$ cat src/logic/synth_pkg.sv
/*
  Shared constants and types for the three-wire programmed synthesiser core.
  Assumes a 100 MHz system clock and a 4 MHz crystal arriving as a pin.
*/
// Contract
// - Serial bits enter the shift register only while enable is high.
// - Bus clock edges are ignored whenever enable is low.
// - Buffers take the shift register only on enable falling, else hold.
// - The divider is loaded with a 14- or 15-bit divisor from the word.
// - Feedback and comparison ticks are compared in phase and frequency.
// - The comparison frequency is the 4 MHz crystal divided down.
// - Step is 50 kHz at the lower and 62.5 kHz at the higher rate.
// - Lock output sinks when locked and floats while out of lock.
// - Four open-collector switch outputs follow four bits of the word.
// - Mode select high gives mode 1, low gives mode 2.
// - Both modes use the same crystal with a different division.
// - The serial word is 18 bits in mode 1 and 19 bits in mode 2.
package synth_pkg;

  // ---------------------------------------------------------------------
  // Timing
  // ---------------------------------------------------------------------
  localparam int CLK_HZ        = 100_000_000;
  localparam int XTAL_HZ       = 4_000_000;
  localparam int FCOMP_DIV_M1  = 512;   // 7.8125 kHz
  localparam int FCOMP_DIV_M2  = 640;   // 6.25 kHz
  localparam int LOCK_WIN_NS   = 1000;  // Largest phase error counted good
  localparam int LOCK_WIN_CYC  = (LOCK_WIN_NS * (CLK_HZ / 1_000_000)) / 1000;
  localparam int LOCK_COUNT    = 4;     // Good comparisons before lock

  // ---------------------------------------------------------------------
  // Word format
  // ---------------------------------------------------------------------
  localparam int WORD_BITS_M1  = 18;
  localparam int WORD_BITS_M2  = 19;
  localparam int DIV_BITS      = 15;
  localparam int PORT_BITS     = 4;
  localparam int PORT_LSB      = 0;     // Ports are the last four bits
  localparam int DIV_LSB       = 4;

  // ---------------------------------------------------------------------
  // Register map
  // ---------------------------------------------------------------------
  localparam logic [3:0] ADDR_STATUS  = 4'h0;
  localparam logic [3:0] ADDR_MASK    = 4'h4;
  localparam logic [3:0] ADDR_CTRL    = 4'h8;
  localparam logic [3:0] ADDR_WORD    = 4'hC;
  localparam int ST_BITS        = 3;
  localparam int ST_LOADED      = 0;
  localparam int ST_LOCK_GAIN   = 1;
  localparam int ST_LOCK_LOST   = 2;
  localparam int CTRL_PUMP_EN   = 0;
  localparam int WORD_MODE_BIT  = 19;
  localparam logic [2:0] STATUS_RESET = 3'h0;
  localparam logic [2:0] MASK_RESET   = 3'h0;
  localparam logic [0:0] CTRL_RESET   = 1'h1;

  // Comparator states
  typedef enum logic [2:0] {
    PFD_IDLE = 3'b001,
    PFD_UP   = 3'b010,
    PFD_DOWN = 3'b100
  } pfd_state_t;

endpackage

$ cat src/logic/phase_comparator.sv
/*
  Phase-frequency comparator with lock detection.
  Assumes ref_tick and fb_tick are one-cycle pulses on clock.
*/
`timescale 1ns/100ps
module phase_comparator (
  input  wire logic clock,
  input  wire logic rst_b,
  input  wire logic ce,
  input  wire logic ref_tick,
  input  wire logic fb_tick,
  input  wire logic pump_enable,
  output logic      pump_up,
  output logic      pump_down,
  output logic      locked
);

  synth_pkg::pfd_state_t state_reg, state_next;
  logic [7:0] err_reg, err_next;
  logic [2:0] good_reg, good_next;
  logic       locked_next, up_next, down_next;
  logic       done, good;

  // ---------------------------------------------------------------------
  // Next state: lead of one tick over the other drives the pump
  // ---------------------------------------------------------------------
  always_comb begin
    state_next  = state_reg;
    err_next    = err_reg;
    good_next   = good_reg;
    locked_next = locked;
    done        = 1'b0;
    good        = 1'b0;
    unique case (state_reg)
      synth_pkg::PFD_IDLE: begin
        err_next = 8'h00;
        if (ref_tick && fb_tick) begin
          done = 1'b1;
          good = 1'b1;
        end else if (ref_tick) begin
          state_next = synth_pkg::PFD_UP;
        end else if (fb_tick) begin
          state_next = synth_pkg::PFD_DOWN;
        end
      end
      synth_pkg::PFD_UP, synth_pkg::PFD_DOWN: begin
        if (err_reg != 8'hFF) begin
          err_next = err_reg + 8'h01;
        end
        // A second tick of the same kind is a slip in frequency
        if ((state_reg == synth_pkg::PFD_UP) ? ref_tick : fb_tick) begin
          done = 1'b1;
        end
        if ((state_reg == synth_pkg::PFD_UP) ? fb_tick : ref_tick) begin
          done       = 1'b1;
          good       = (err_reg < 8'(synth_pkg::LOCK_WIN_CYC));
          state_next = synth_pkg::PFD_IDLE;
        end
      end
      default: state_next = synth_pkg::PFD_IDLE;
    endcase
    // Lock needs a run of good comparisons, one bad one drops it
    if (done) begin
      if (!good) begin
        good_next   = 3'h0;
        locked_next = 1'b0;
      end else if (good_reg == 3'(synth_pkg::LOCK_COUNT - 1)) begin
        locked_next = 1'b1;
      end else begin
        good_next = good_reg + 3'h1;
      end
    end
    up_next   = pump_enable && (state_next == synth_pkg::PFD_UP);
    down_next = pump_enable && (state_next == synth_pkg::PFD_DOWN);
  end

  // Register the comparator
  always_ff @(posedge clock or negedge rst_b) begin
    if (!rst_b) begin
      state_reg <= synth_pkg::PFD_IDLE;
      err_reg   <= 8'h00;
      good_reg  <= 3'h0;
      locked    <= 1'b0;
      pump_up   <= 1'b0;
      pump_down <= 1'b0;
    end else if (ce) begin
      state_reg <= state_next;
      err_reg   <= err_next;
      good_reg  <= good_next;
      locked    <= locked_next;
      pump_up   <= up_next;
      pump_down <= down_next;
    end
  end

endmodule // phase_comparator

$ cat src/logic/synth_control.sv
/*
  Digital core of a three-wire programmed PLL synthesiser: serial word
  capture, reference and programmable dividers, comparator, lock flag,
  switch outputs and a small register port with interrupt.
  Assumes bus pins, crystal and divided RF arrive asynchronously and are
  far slower than clock (crystal 4 MHz, bus clock 8 MHz or less).
*/
// Decided for this implementation: strobed register access and the placing of the registers.
`timescale 1ns/100ps
module synth_control #(
  parameter int DIV_W  = synth_pkg::DIV_BITS,
  parameter int PORT_W = synth_pkg::PORT_BITS
) (
  input  wire logic              clock,
  input  wire logic              rst_b,
  input  wire logic              ce,
  input  wire logic              bus_data,
  input  wire logic              bus_clk,
  input  wire logic              bus_enable,
  input  wire logic              mode_sel,
  input  wire logic              xtal_in,
  input  wire logic              divided_feedback_freq,
  input  wire logic [3:0]        addr,
  input  wire logic [31:0]       wdata,
  input  wire logic              wr,
  input  wire logic              rd,
  output logic      [31:0]       rdata,
  output logic                   irq,
  output logic                   pump_up,
  output logic                   pump_down,
  output logic                   lock_out,
  output logic                   lock_oe_b,
  output logic      [PORT_W-1:0] switch_outputs,
  output logic      [PORT_W-1:0] switch_oe_b
);

  localparam int WORD_W = DIV_W + PORT_W;
  localparam int NSYNC  = 6;

  // ---------------------------------------------------------------------
  // Input synchronisers
  // ---------------------------------------------------------------------
  logic [NSYNC-1:0] pins, sync1_reg, sync2_reg, prev_reg;
  logic             data_s, clk_s, en_s, mode_s, xtal_s, fb_s;
  logic             clk_rise, en_fall, xtal_rise, fb_rise;

  assign pins = {divided_feedback_freq, xtal_in, mode_sel,
                 bus_enable, bus_clk, bus_data};

  // Two stages per pin, then a third copy for edge detection
  genvar gi;
  generate
    for (gi = 0; gi < NSYNC; gi++) begin : g_sync
      always_ff @(posedge clock or negedge rst_b) begin
        if (!rst_b) begin
          sync1_reg[gi] <= 1'b0;
          sync2_reg[gi] <= 1'b0;
          prev_reg[gi]  <= 1'b0;
        end else if (ce) begin
          sync1_reg[gi] <= pins[gi];
          sync2_reg[gi] <= sync1_reg[gi];
          prev_reg[gi]  <= sync2_reg[gi];
        end
      end
    end
  endgenerate

  assign data_s    = sync2_reg[0];
  assign clk_s     = sync2_reg[1];
  assign en_s      = sync2_reg[2];
  assign mode_s    = sync2_reg[3];
  assign xtal_s    = sync2_reg[4];
  assign fb_s      = sync2_reg[5];
  assign clk_rise  = clk_s && !prev_reg[1];
  assign en_fall   = !en_s && prev_reg[2];
  assign xtal_rise = xtal_s && !prev_reg[4];
  assign fb_rise   = fb_s && !prev_reg[5];

  // ---------------------------------------------------------------------
  // Serial word capture and buffers
  // ---------------------------------------------------------------------
  logic [WORD_W-1:0] shift_reg, shift_next;
  logic [DIV_W-1:0]  divisor_reg, divisor_next;
  logic [PORT_W-1:0] ports_reg, ports_next;
  logic              loaded;

  // Data is synchronised with the same delay as the bus clock, so the
  // bit seen at the clock edge is the one set up before it
  always_comb begin
    shift_next   = shift_reg;
    divisor_next = divisor_reg;
    ports_next   = ports_reg;
    loaded       = 1'b0;
    if (en_s && clk_rise) begin
      shift_next = {shift_reg[WORD_W-2:0], data_s};
    end
    if (en_fall) begin
      loaded     = 1'b1;
      ports_next = shift_reg[synth_pkg::PORT_LSB +: PORT_W];
      // Mode 1 words are one bit short: the divisor MSB is bypassed
      if (mode_s) begin
        divisor_next = {1'b0, shift_reg[synth_pkg::DIV_LSB +: DIV_W-1]};
      end else begin
        divisor_next = shift_reg[synth_pkg::DIV_LSB +: DIV_W];
      end
    end
  end

  always_ff @(posedge clock or negedge rst_b) begin
    if (!rst_b) begin
      shift_reg   <= '0;
      divisor_reg <= '0;
      ports_reg   <= '0;
    end else if (ce) begin
      shift_reg   <= shift_next;
      divisor_reg <= divisor_next;
      ports_reg   <= ports_next;
    end
  end

  // ---------------------------------------------------------------------
  // Reference divider: crystal down to the comparison frequency
  // ---------------------------------------------------------------------
  logic [9:0] ref_cnt_reg, ref_cnt_next, ref_last;
  logic       ref_tick_reg, ref_tick_next;

  always_comb begin
    // Mode 1 gives 7.8125 kHz, mode 2 gives 6.25 kHz from one crystal
    ref_last = mode_s ? 10'(synth_pkg::FCOMP_DIV_M1 - 1)
                      : 10'(synth_pkg::FCOMP_DIV_M2 - 1);
    ref_cnt_next  = ref_cnt_reg;
    ref_tick_next = 1'b0;
    if (xtal_rise) begin
      if (ref_cnt_reg >= ref_last) begin
        ref_cnt_next  = 10'h000;
        ref_tick_next = 1'b1;
      end else begin
        ref_cnt_next = ref_cnt_reg + 10'h001;
      end
    end
  end

  always_ff @(posedge clock or negedge rst_b) begin
    if (!rst_b) begin
      ref_cnt_reg  <= 10'h000;
      ref_tick_reg <= 1'b0;
    end else if (ce) begin
      ref_cnt_reg  <= ref_cnt_next;
      ref_tick_reg <= ref_tick_next;
    end
  end

  // ---------------------------------------------------------------------
  // Programmable divider on the prescaled RF; with the prescaler by 8
  // outside, one count is 8 times the comparison rate: 50 or 62.5 kHz
  // ---------------------------------------------------------------------
  logic [DIV_W-1:0] prog_cnt_reg, prog_cnt_next, reload_val;
  logic             fb_tick_reg, fb_tick_next;

  // A divisor of 0 or 1 would tick on every edge; floor it at 2 so the
  // comparator never sees feedback faster than half the prescaled input
  assign reload_val = (divisor_reg < DIV_W'(2)) ? DIV_W'(2) : divisor_reg;

  always_comb begin
    prog_cnt_next = prog_cnt_reg;
    fb_tick_next  = 1'b0;
    if (fb_rise) begin
      // Reload on terminal count
      if (prog_cnt_reg <= DIV_W'(1)) begin
        prog_cnt_next = reload_val;
        fb_tick_next  = 1'b1;
      end else begin
        prog_cnt_next = prog_cnt_reg - DIV_W'(1);
      end
    end
  end

  always_ff @(posedge clock or negedge rst_b) begin
    if (!rst_b) begin
      prog_cnt_reg <= '0;
      fb_tick_reg  <= 1'b0;
    end else if (ce) begin
      prog_cnt_reg <= prog_cnt_next;
      fb_tick_reg  <= fb_tick_next;
    end
  end

  // ---------------------------------------------------------------------
  // Comparator and lock
  // ---------------------------------------------------------------------
  logic ctrl_reg, ctrl_next;
  logic locked, locked_prev_reg;

  phase_comparator u_cmp (
    .clock       (clock),
    .rst_b       (rst_b),
    .ce          (ce),
    .ref_tick    (ref_tick_reg),
    .fb_tick     (fb_tick_reg),
    .pump_enable (ctrl_reg),
    .pump_up     (pump_up),
    .pump_down   (pump_down),
    .locked      (locked)
  );

  // ---------------------------------------------------------------------
  // Register port and interrupt
  // ---------------------------------------------------------------------
  logic [synth_pkg::ST_BITS-1:0] status_reg, status_next, set_bits;
  logic [synth_pkg::ST_BITS-1:0] mask_reg, mask_next;
  logic [31:0]                   rdata_next;
  logic [3:0]                    reg_sel;
  logic                          irq_next;

  // One-hot select shared by the write and read paths, so the set of
  // offsets that exist can never differ between the two
  function automatic logic [3:0] reg_select(input logic [3:0] a);
    logic [3:0] sel;
    sel = 4'h0;
    unique case (a)
      synth_pkg::ADDR_STATUS: sel[0] = 1'b1;
      synth_pkg::ADDR_MASK:   sel[1] = 1'b1;
      synth_pkg::ADDR_CTRL:   sel[2] = 1'b1;
      synth_pkg::ADDR_WORD:   sel[3] = 1'b1;
      default:                sel    = 4'h0;
    endcase
    return sel;
  endfunction

  // Hardware sets win over a write-one clear in the same cycle
  always_comb begin
    reg_sel  = reg_select(addr);
    set_bits = '0;
    set_bits[synth_pkg::ST_LOADED]    = loaded;
    set_bits[synth_pkg::ST_LOCK_GAIN] = locked && !locked_prev_reg;
    set_bits[synth_pkg::ST_LOCK_LOST] = !locked && locked_prev_reg;
    status_next = status_reg;
    mask_next   = mask_reg;
    ctrl_next   = ctrl_reg;
    // The word register is read-only: a write to it falls through
    if (wr && reg_sel[0]) begin
      status_next = status_reg & ~wdata[synth_pkg::ST_BITS-1:0];
    end
    if (wr && reg_sel[1]) begin
      mask_next = wdata[synth_pkg::ST_BITS-1:0];
    end
    if (wr && reg_sel[2]) begin
      ctrl_next = wdata[synth_pkg::CTRL_PUMP_EN];
    end
    status_next = status_next | set_bits;
    irq_next    = |(status_next & mask_next);
    // Unmapped reads return zero rather than a stale word
    rdata_next  = 32'h0000_0000;
    if (rd && reg_sel[0]) begin
      rdata_next[synth_pkg::ST_BITS-1:0] = status_reg;
    end
    if (rd && reg_sel[1]) begin
      rdata_next[synth_pkg::ST_BITS-1:0] = mask_reg;
    end
    if (rd && reg_sel[2]) begin
      rdata_next[synth_pkg::CTRL_PUMP_EN] = ctrl_reg;
    end
    if (rd && reg_sel[3]) begin
      rdata_next[WORD_W-1:0] = {divisor_reg, ports_reg};
      rdata_next[synth_pkg::WORD_MODE_BIT] = mode_s;
    end
  end

  always_ff @(posedge clock or negedge rst_b) begin
    if (!rst_b) begin
      status_reg      <= synth_pkg::STATUS_RESET;
      mask_reg        <= synth_pkg::MASK_RESET;
      ctrl_reg        <= synth_pkg::CTRL_RESET;
      locked_prev_reg <= 1'b0;
      rdata           <= 32'h0000_0000;
      irq             <= 1'b0;
    end else if (ce) begin
      status_reg      <= status_next;
      mask_reg        <= mask_next;
      ctrl_reg        <= ctrl_next;
      locked_prev_reg <= locked;
      rdata           <= rdata_next;
      irq             <= irq_next;
    end
  end

  // ---------------------------------------------------------------------
  // Open-collector outputs: a set bit sinks, a clear bit floats
  // ---------------------------------------------------------------------
  // The value lines stay low and only the enables move, so a pin can
  // never be driven high against its external pull-up
  always_ff @(posedge clock or negedge rst_b) begin
    if (!rst_b) begin
      lock_out       <= 1'b0;
      lock_oe_b      <= 1'b1;
      switch_outputs <= '0;
      switch_oe_b    <= '1;
    end else if (ce) begin
      lock_out       <= 1'b0;
      lock_oe_b      <= !locked;
      switch_outputs <= '0;
      switch_oe_b    <= ~ports_reg;
    end
  end

endmodule // synth_control

$ cat config.mk
export PLATFORM = sky130hd
export DESIGN_NAME = synth_control
export DESIGN_NICKNAME = d
export VERILOG_FILES = /design/src/logic/synth_pkg.sv /design/src/logic/phase_comparator.sv /design/src/logic/synth_control.sv
export SDC_FILE = /design/constraint.sdc
export NUM_CORES = 1
export LEC_CHECK = 0
export BUFFER_PORTS_ARGS = -buffer_cell sky130_fd_sc_hd__buf_4
export CAP_MARGIN = 5
export CELL_PAD_IN_SITES_DETAIL_PLACEMENT = 0
export CELL_PAD_IN_SITES_GLOBAL_PLACEMENT = 1
export CORE_ASPECT_RATIO = 0.75
export CORE_MARGIN = 2
export CORE_UTILIZATION = 49
export CTS_CLUSTER_SIZE = 25
export DETAILED_ROUTE_END_ITERATION = 8
export PLACE_DENSITY = 0.95
export SLEW_MARGIN = 40
export SYNTH_ARGS = -nofsm -noshare
export SYNTH_HDL_FRONTEND = slang
export SYNTH_SLANG_ARGS = --single-unit
$ cat constraint.sdc
create_clock -name clock -period 3.05 [get_ports clock]
set_input_delay 0.1525 -clock clock [delete_from_list [all_inputs] [get_ports clock]]
set_output_delay 0.1525 -clock clock [all_outputs]
set_load 0.1 [all_outputs]
### Yosys cells after proc, flatten, opt, wreduce, memory -nomap -nowiden

Index checks and enable logic that the tools add are counted.

* flip-flop bits (word level): 132
* bits in latches: 0
* memory bits (writable): 0
* ROM bits: 0
* bits of input ports: 47
* output and inout port bits: 45
* memories: 0

* add/subtract/negate cells: 4
* multiply operators: 0
* div/mod/pow operators: 0
* magnitude comparators: 4
* equal/unequal tests: 13
* shift operators: 0
* muxes and demuxes: 39
* bitwise gates (word level): 5
* reduce and logical (&&, ||, !) cells: 35

Operator list (number)
* two-way mux 15 bit: 3
* two-way mux 3 bit: 10
* two-way mux 10 bit: 2
* two-way mux 20 bit: 1
* two-way mux 1 bit: 18
* logical AND 1 bit: 17
* one-hot mux 8 bit (2 select lines): 1
* <= comparator 15 x 1 -> 1 bit, second input constant: 1
* < comparator 15 x 2 -> 1 bit, second input constant: 1
* subtractor 15 x 1 -> 15 bit, second input constant: 1
* adder 10 x 1 -> 10 bit, second input constant: 1
* greater-or-equal comparator 10 bit: 1
* AND reduction 2 bit: 5
* equality test 3 x 2 -> 1 bit, second input constant: 3
* AND reduction 3 bit: 3
* adder 8 x 1 -> 8 bit, second input constant: 1
* equality test 4 bit, second input constant: 2
* < comparator 8 x 7 -> 1 bit, second input constant: 1
* two-way mux 8 bit: 1
* inequality test 8 bit, second input constant: 1
* bitwise AND 3 bit: 2
* equality test 3 bit, second input constant: 2
* zero test 1 bit: 6
* one-hot mux 3 bit (2 select lines): 1
* other kinds (13): 15

### Logic depth before layout (Yosys ltp)

* word-level depth: 7
* depth in mapped cells: 8
* gate-level depth less buffers: 7

### Hierarchy

Synthesis repeated with hierarchy kept, for this count alone.

* cells, all modules: 549
* area total of the unflattened synthesis: 6172.2 sq um

By module, submodules not included
* synth_control: times used 1, cells each 437, area each 5163.7 sq um, sequential area each 2885.3 sq um
* phase_comparator: times used 1, cells each 112, area each 1008.5 sq um, sequential area each 426.7 sq um

### Worst setup path after synthesis

No wires, ideal clock.

* path kind: register to register
* from: register prog_cnt_reg[0]
* to: register prog_cnt_reg[6]
* arrival: 1.929 ns
* setup slack: 1.052 ns
* stages on the path, launching flop included: 7
* buffers on the path: 0
* cell sequence: dfrtp_1 -> inv_1 -> ha_1 -> or3b_1 -> or3_4 -> or4_1 -> nand3_1

* word-level cells in the longest chain between the ends: 2

Ends and longest elaborated chain
* start: declaration: RTL line synth_control.sv:157 `logic [DIV_W-1:0] prog_cnt_reg, prog_cnt_next, reload_val;`
* start signal: assignment: RTL line synth_control.sv:183 `prog_cnt_reg <= prog_cnt_next;`
* subtractor 15 x 1 -> 15 bit or <= comparator 15 x 1 -> 1 bit (tied branches): RTL line synth_control.sv:173, synth_control.sv:169
* two-way mux 15 bit *: RTL line synth_control.sv:169 `if (prog_cnt_reg <= DIV_W'(1)) begin`

Mark *: on every way between the ends. The rest lies on a longest branch, timed or not.
A chain may end at the register's enable or synchronous reset.

### Final worst setup path

* from: register u_cmp.err_reg[0]
* to: register u_cmp.err_reg[3]

* word-level cells in the longest chain between the ends: 3

Ends and longest elaborated chain
* start: declaration: RTL line phase_comparator.sv:19 `logic [7:0] err_reg, err_next;`
* start signal: assignment: RTL line phase_comparator.sv:88 `err_reg <= err_next;`
* adder 8 x 1 -> 8 bit or inequality test 8 bit (tied branches): RTL line phase_comparator.sv:48, phase_comparator.sv:47
* two-way mux 8 bit or inequality test 2 x 1 -> 1 bit (tied branches)
* one-hot mux 8 bit (2 select lines) or AND reduction 3 bit (tied branches)

Parallel ways exist; a longest one is shown, timed or not. The select of a mux whose other input is x is not followed.

==> results_tabular.tex <==
\begin{tabular}{lr}
\hline
Metric & Value \\
\hline
\multicolumn{2}{l}{\textbf{Route}} \\
\quad Via density per instance & 5.68 \\
\quad Number of remaining DRC errors & 0 \\
\quad Post-DR wirelength/cell & 16.6 µm \\
\quad Count of routing violations after the opening detailed-route iteration & 356 \\
\quad Overall via count from detail\_route & 4,507 \\
\quad Final ANT Viol Nets & 0 \\
\quad Count of TritonRoute iterations in the first routing pass & 4 \\
\quad Total Wirelength & 13.2 mm \\
\multicolumn{2}{l}{\textbf{Synthesis}} \\
\quad FFs w/ async S/R, synth & 100\% \\
\quad Sequential-to-total area share from yosys stat & 52.7\% \\
\quad Synth warnings & 0 \\
\quad Fraction of post-synthesis cell area in the top cell type by area & 49.7\% \\
\quad Count of flip-flops with a built-in enable after synthesis & 0 \\
\quad Syn Inst Count & 564 \\
\quad Synth Register Bits & 132 \\
\quad Synthesized area per cell & 11.2 µm² \\
\quad Top cells by area in the synthesized netlist & dfrtp\_1 50\%, mux2\_2 10\%, dfstp\_2 2.9\% \\
\quad Largest area contributor in the netlist & dfrtp\_1 \\
\quad Post-synth cell types & 69 \\
\quad Cell area after synthesis & 6290 µm² \\
\quad Top flip-flop cell by instance count after synthesis & dfrtp\_1 \\
\multicolumn{2}{l}{\textbf{Setup path}} \\
\quad Critical path start-end classification & flop to flop \\
\quad Top fanout value on the critical path & 9 \\
\quad Crit end category & flop \\
\quad Worst R2R Setup Slack & 0.75 ns \\
\quad Worst setup SP type & flop \\
\quad Required time of the worst setup path & 3.40 ns \\
\quad CP arrival & 2.65 ns \\
\multicolumn{2}{l}{\textbf{Place}} \\
\quad Post-place instance area & 6720 µm² \\
\quad Number of input and output port buffers inserted & 45 \\
\quad Gpl congestion & 0.841 \\
\quad Detailed Place HPWL & 8.36 mm \\
\multicolumn{2}{l}{\textbf{Layout}} \\
\quad Final standard cell area without fillers & 7430 µm² \\
\quad Antenna Cells & 0 \\
\quad Proportion of layout cells with a drive suffix above 1 & 25.5\% \\
\quad Number of fillers in the final layout & 990 \\
\quad Flip-flop count of the largest register after layout & 20 \\
\quad Area added between synthesis and finish & 18.1\% \\
\quad Total number of nets in the final design & 671 \\
\multicolumn{2}{l}{\textbf{Power}} \\
\quad Cell Int Power & 3.62 mW \\
\quad LEAKAGE & 3.48 nW \\
\quad Power per Cell Area & 708 nW/µm² \\
\quad Combinational share of power & 17.3\% \\
\quad Power share of the sequential group & 42.7\% \\
\quad Switching fraction of total power & 31.1\% \\
\quad Total power after layout & 5.26 mW \\
\quad Peak supply drop & 0.653 mV \\
\quad Power share of the clock group & 39.9\% \\
\quad Switching component of the power & 1.64 mW \\
\multicolumn{2}{l}{\textbf{GRT}} \\
\quad Total congestion overflow & 0 \\
\quad Vias in the first global route & 4,465 \\
\quad Wire length of the first global-routing pass & 22.4 mm \\
\quad Antenna violations before repair & 0 \\
\quad Overall fraction of global-route tracks in use & 20.8\% \\
\quad Pin count of the biggest net entering global routing & 77 \\
\multicolumn{2}{l}{\textbf{STA}} \\
\quad Setup TNS & 0 ns \\
\quad Setup Viol. Count Final & 0 \\
\quad Maximum clock skew at final layout & 0.0144 ns \\
\quad Fin crit period & 2.30 ns \\
\quad Slew @ Worst Pin & 0.781 ns \\
\quad Final count of hold timing violations & 0 \\
\quad Fraction of the cycle the final worst path needs & 75.3\% \\
\quad Slew HR & 47.9\% \\
\quad Fmax & 0.435 GHz \\
\quad Unrepaired setup endpoints after global routing & false \\
\quad Number of max-slew violations in the final report & 0 \\
\multicolumn{2}{l}{\textbf{Clock tree}} \\
\quad Depth of the CTS H-tree & 4 \\
\quad Clk sinks & 132 \\
\quad Worst-path clk slew & 0.06 ns \\
\quad Cts bufs inserted & 17 \\
\quad Insertion delay of the later-clocked pin in the worst-skew pair & 0.42 ns \\
\quad Max Buffers Root-to-Sink & 2 \\
\quad Number of buffers inserted by post-CTS setup repair & 0 \\
\quad CTS tree & yes \\
\quad Library cell used as clock root buffer & clkbuf\_16 \\
\multicolumn{2}{l}{\textbf{Die}} \\
\quad Row count & 35 \\
\quad Die height & 102 µm \\
\quad Die boundary width & 135 µm \\
\quad Placeable core region & 12,400 µm² \\
\quad Initial core utilization & 50.8\% \\
\quad Total die area & 13,800 µm² \\
\quad Boundary Pins & 92 \\
\multicolumn{2}{l}{\textbf{Min path}} \\
\quad Path class of the lowest-slack min-delay path & primary input to flop \\
\multicolumn{2}{l}{\textbf{Flow run}} \\
\quad Max-capacitance violation count & 0 \\
\multicolumn{2}{l}{\textbf{Outcome}} \\
\quad Run status & completed \\
\hline
\end{tabular}
power groups by stage:
stage	logic [mW]	clock network [mW]	registers, mW
after floorplan	0.561	0	2.37
after global placement	0.869	0	2.25
after detailed placement	0.895	0	2.26
after CTS	0.917	2.13	2.24
after global routing	0.992	2.20	2.28
final	0.911	2.10	2.25
worst paths after layout:
path                       cells after the start          endpoint             start
setup / recovery                               6  u_cmp.err_reg[3]  u_cmp.err_reg[0]
hold / removal                                 3          rdata[1]                rd
setup reg to reg                               6  u_cmp.err_reg[3]  u_cmp.err_reg[0]
hold reg to reg                                1    switch_oe_b[0]      ports_reg[0]
max in group asynchronous                      3  u_cmp.err_reg[3]             rst_b
min in group asynchronous                      2     status_reg[1]             rst_b
cell type report:
class / count / area, µm² / area share (%)
flip-flops and latches: 132 / 3310 / 44.6
well taps: 166 / 208 / 2.80
multi-input cells: 385 / 2730 / 36.7
clock inverters: 15 / 183 / 2.46
inverters: 17 / 63.8 / 0.859
clock buffers: 17 / 425 / 5.73
repair buffers: 62 / 507 / 6.82
worst max-delay path, cell delays in order (launching register included):
cell,delay (ns)
dfrtp_1,0.48
ha_1,0.31
and4_1,0.23
nand4_1,0.22
a21oi_1,0.21
or4b_2,0.68
nand2_1,0.09
cells in the final DEF, fill, tap and decap left out, drive strengths merged, types with 6 or more instances in the layout:
master         n
nor2          35
clkbuf        17
ha             9
nor4           8
conb          17
dfstp          7
mux2i          8
buf           52
dlygate4sd3   10
clkinv         7
dfrtp        125
nand3         28
a22o          19
a21oi         12
nor3          17
nor2b          7
mux2          56
a21o           6
a31oi          6
nand2         35
inv           19
o21ai         26
xor2           6
logic make-up after synthesis:
logic type	Yosys count	synth area share (%)
xor gates and xnor gates	11	1.53
other	1	0.0596
buffers and inverters	63	4.91
and+or+nand+nor	169	14.4
muxes	65	11.7
adders and majority gates	9	1.79
DFF	132	52.7
AOI/OAI and AO/OA	114	13.0
per-stage QoR:
stage | hold slack (ns) | instances | utilization, % | setup WS, ns
6_report | 0.0963 | 794 | 59.9 | 0.752
5_1_grt | 0.0932 | 794 | 59.9 | 0.543
4_1_cts | 0.0908 | 794 | 59.9 | 0.764
3_5_place_dp | 0.280 | 752 | 54.2 | 0.802
3_3_place_gp | 0.254 | 752 | 54.2 | 0.842
2_1_floorplan | -0.143 | 580 | - | 1.05
synthesized netlist by cell type (all sizes together) (5+ instances only):
| cell | count |
|---|---|
| dfstp | 7 |
| nand2 | 35 |
| a21oi | 12 |
| nand4 | 5 |
| dfrtp | 125 |
| xor2 | 6 |
| nor4 | 8 |
| ha | 9 |
| o21ai | 26 |
| or4 | 5 |
| nor3 | 17 |
| clkbuf | 20 |
| a22o | 19 |
| nor2b | 7 |
| xnor2 | 5 |
| inv | 17 |
| mux2i | 8 |
| nor2 | 35 |
| a31oi | 6 |
| mux2 | 56 |
| nand3 | 28 |
| o2bb2ai | 5 |
| a21o | 6 |
| o22ai | 5 |
| buf | 26 |
timing repair:
action                    CTS  global route
hold buffers               10             0
resized for setup           0             0
hold endpoints to repair   61             0
layer usage:
layer  routed length, µm  track usage, %
met4                 174            8.18
met2                6080            31.7
met3                 623            4.02
met5                   0               0
met1                6300            29.6
(Power assumes the default switching activity.)
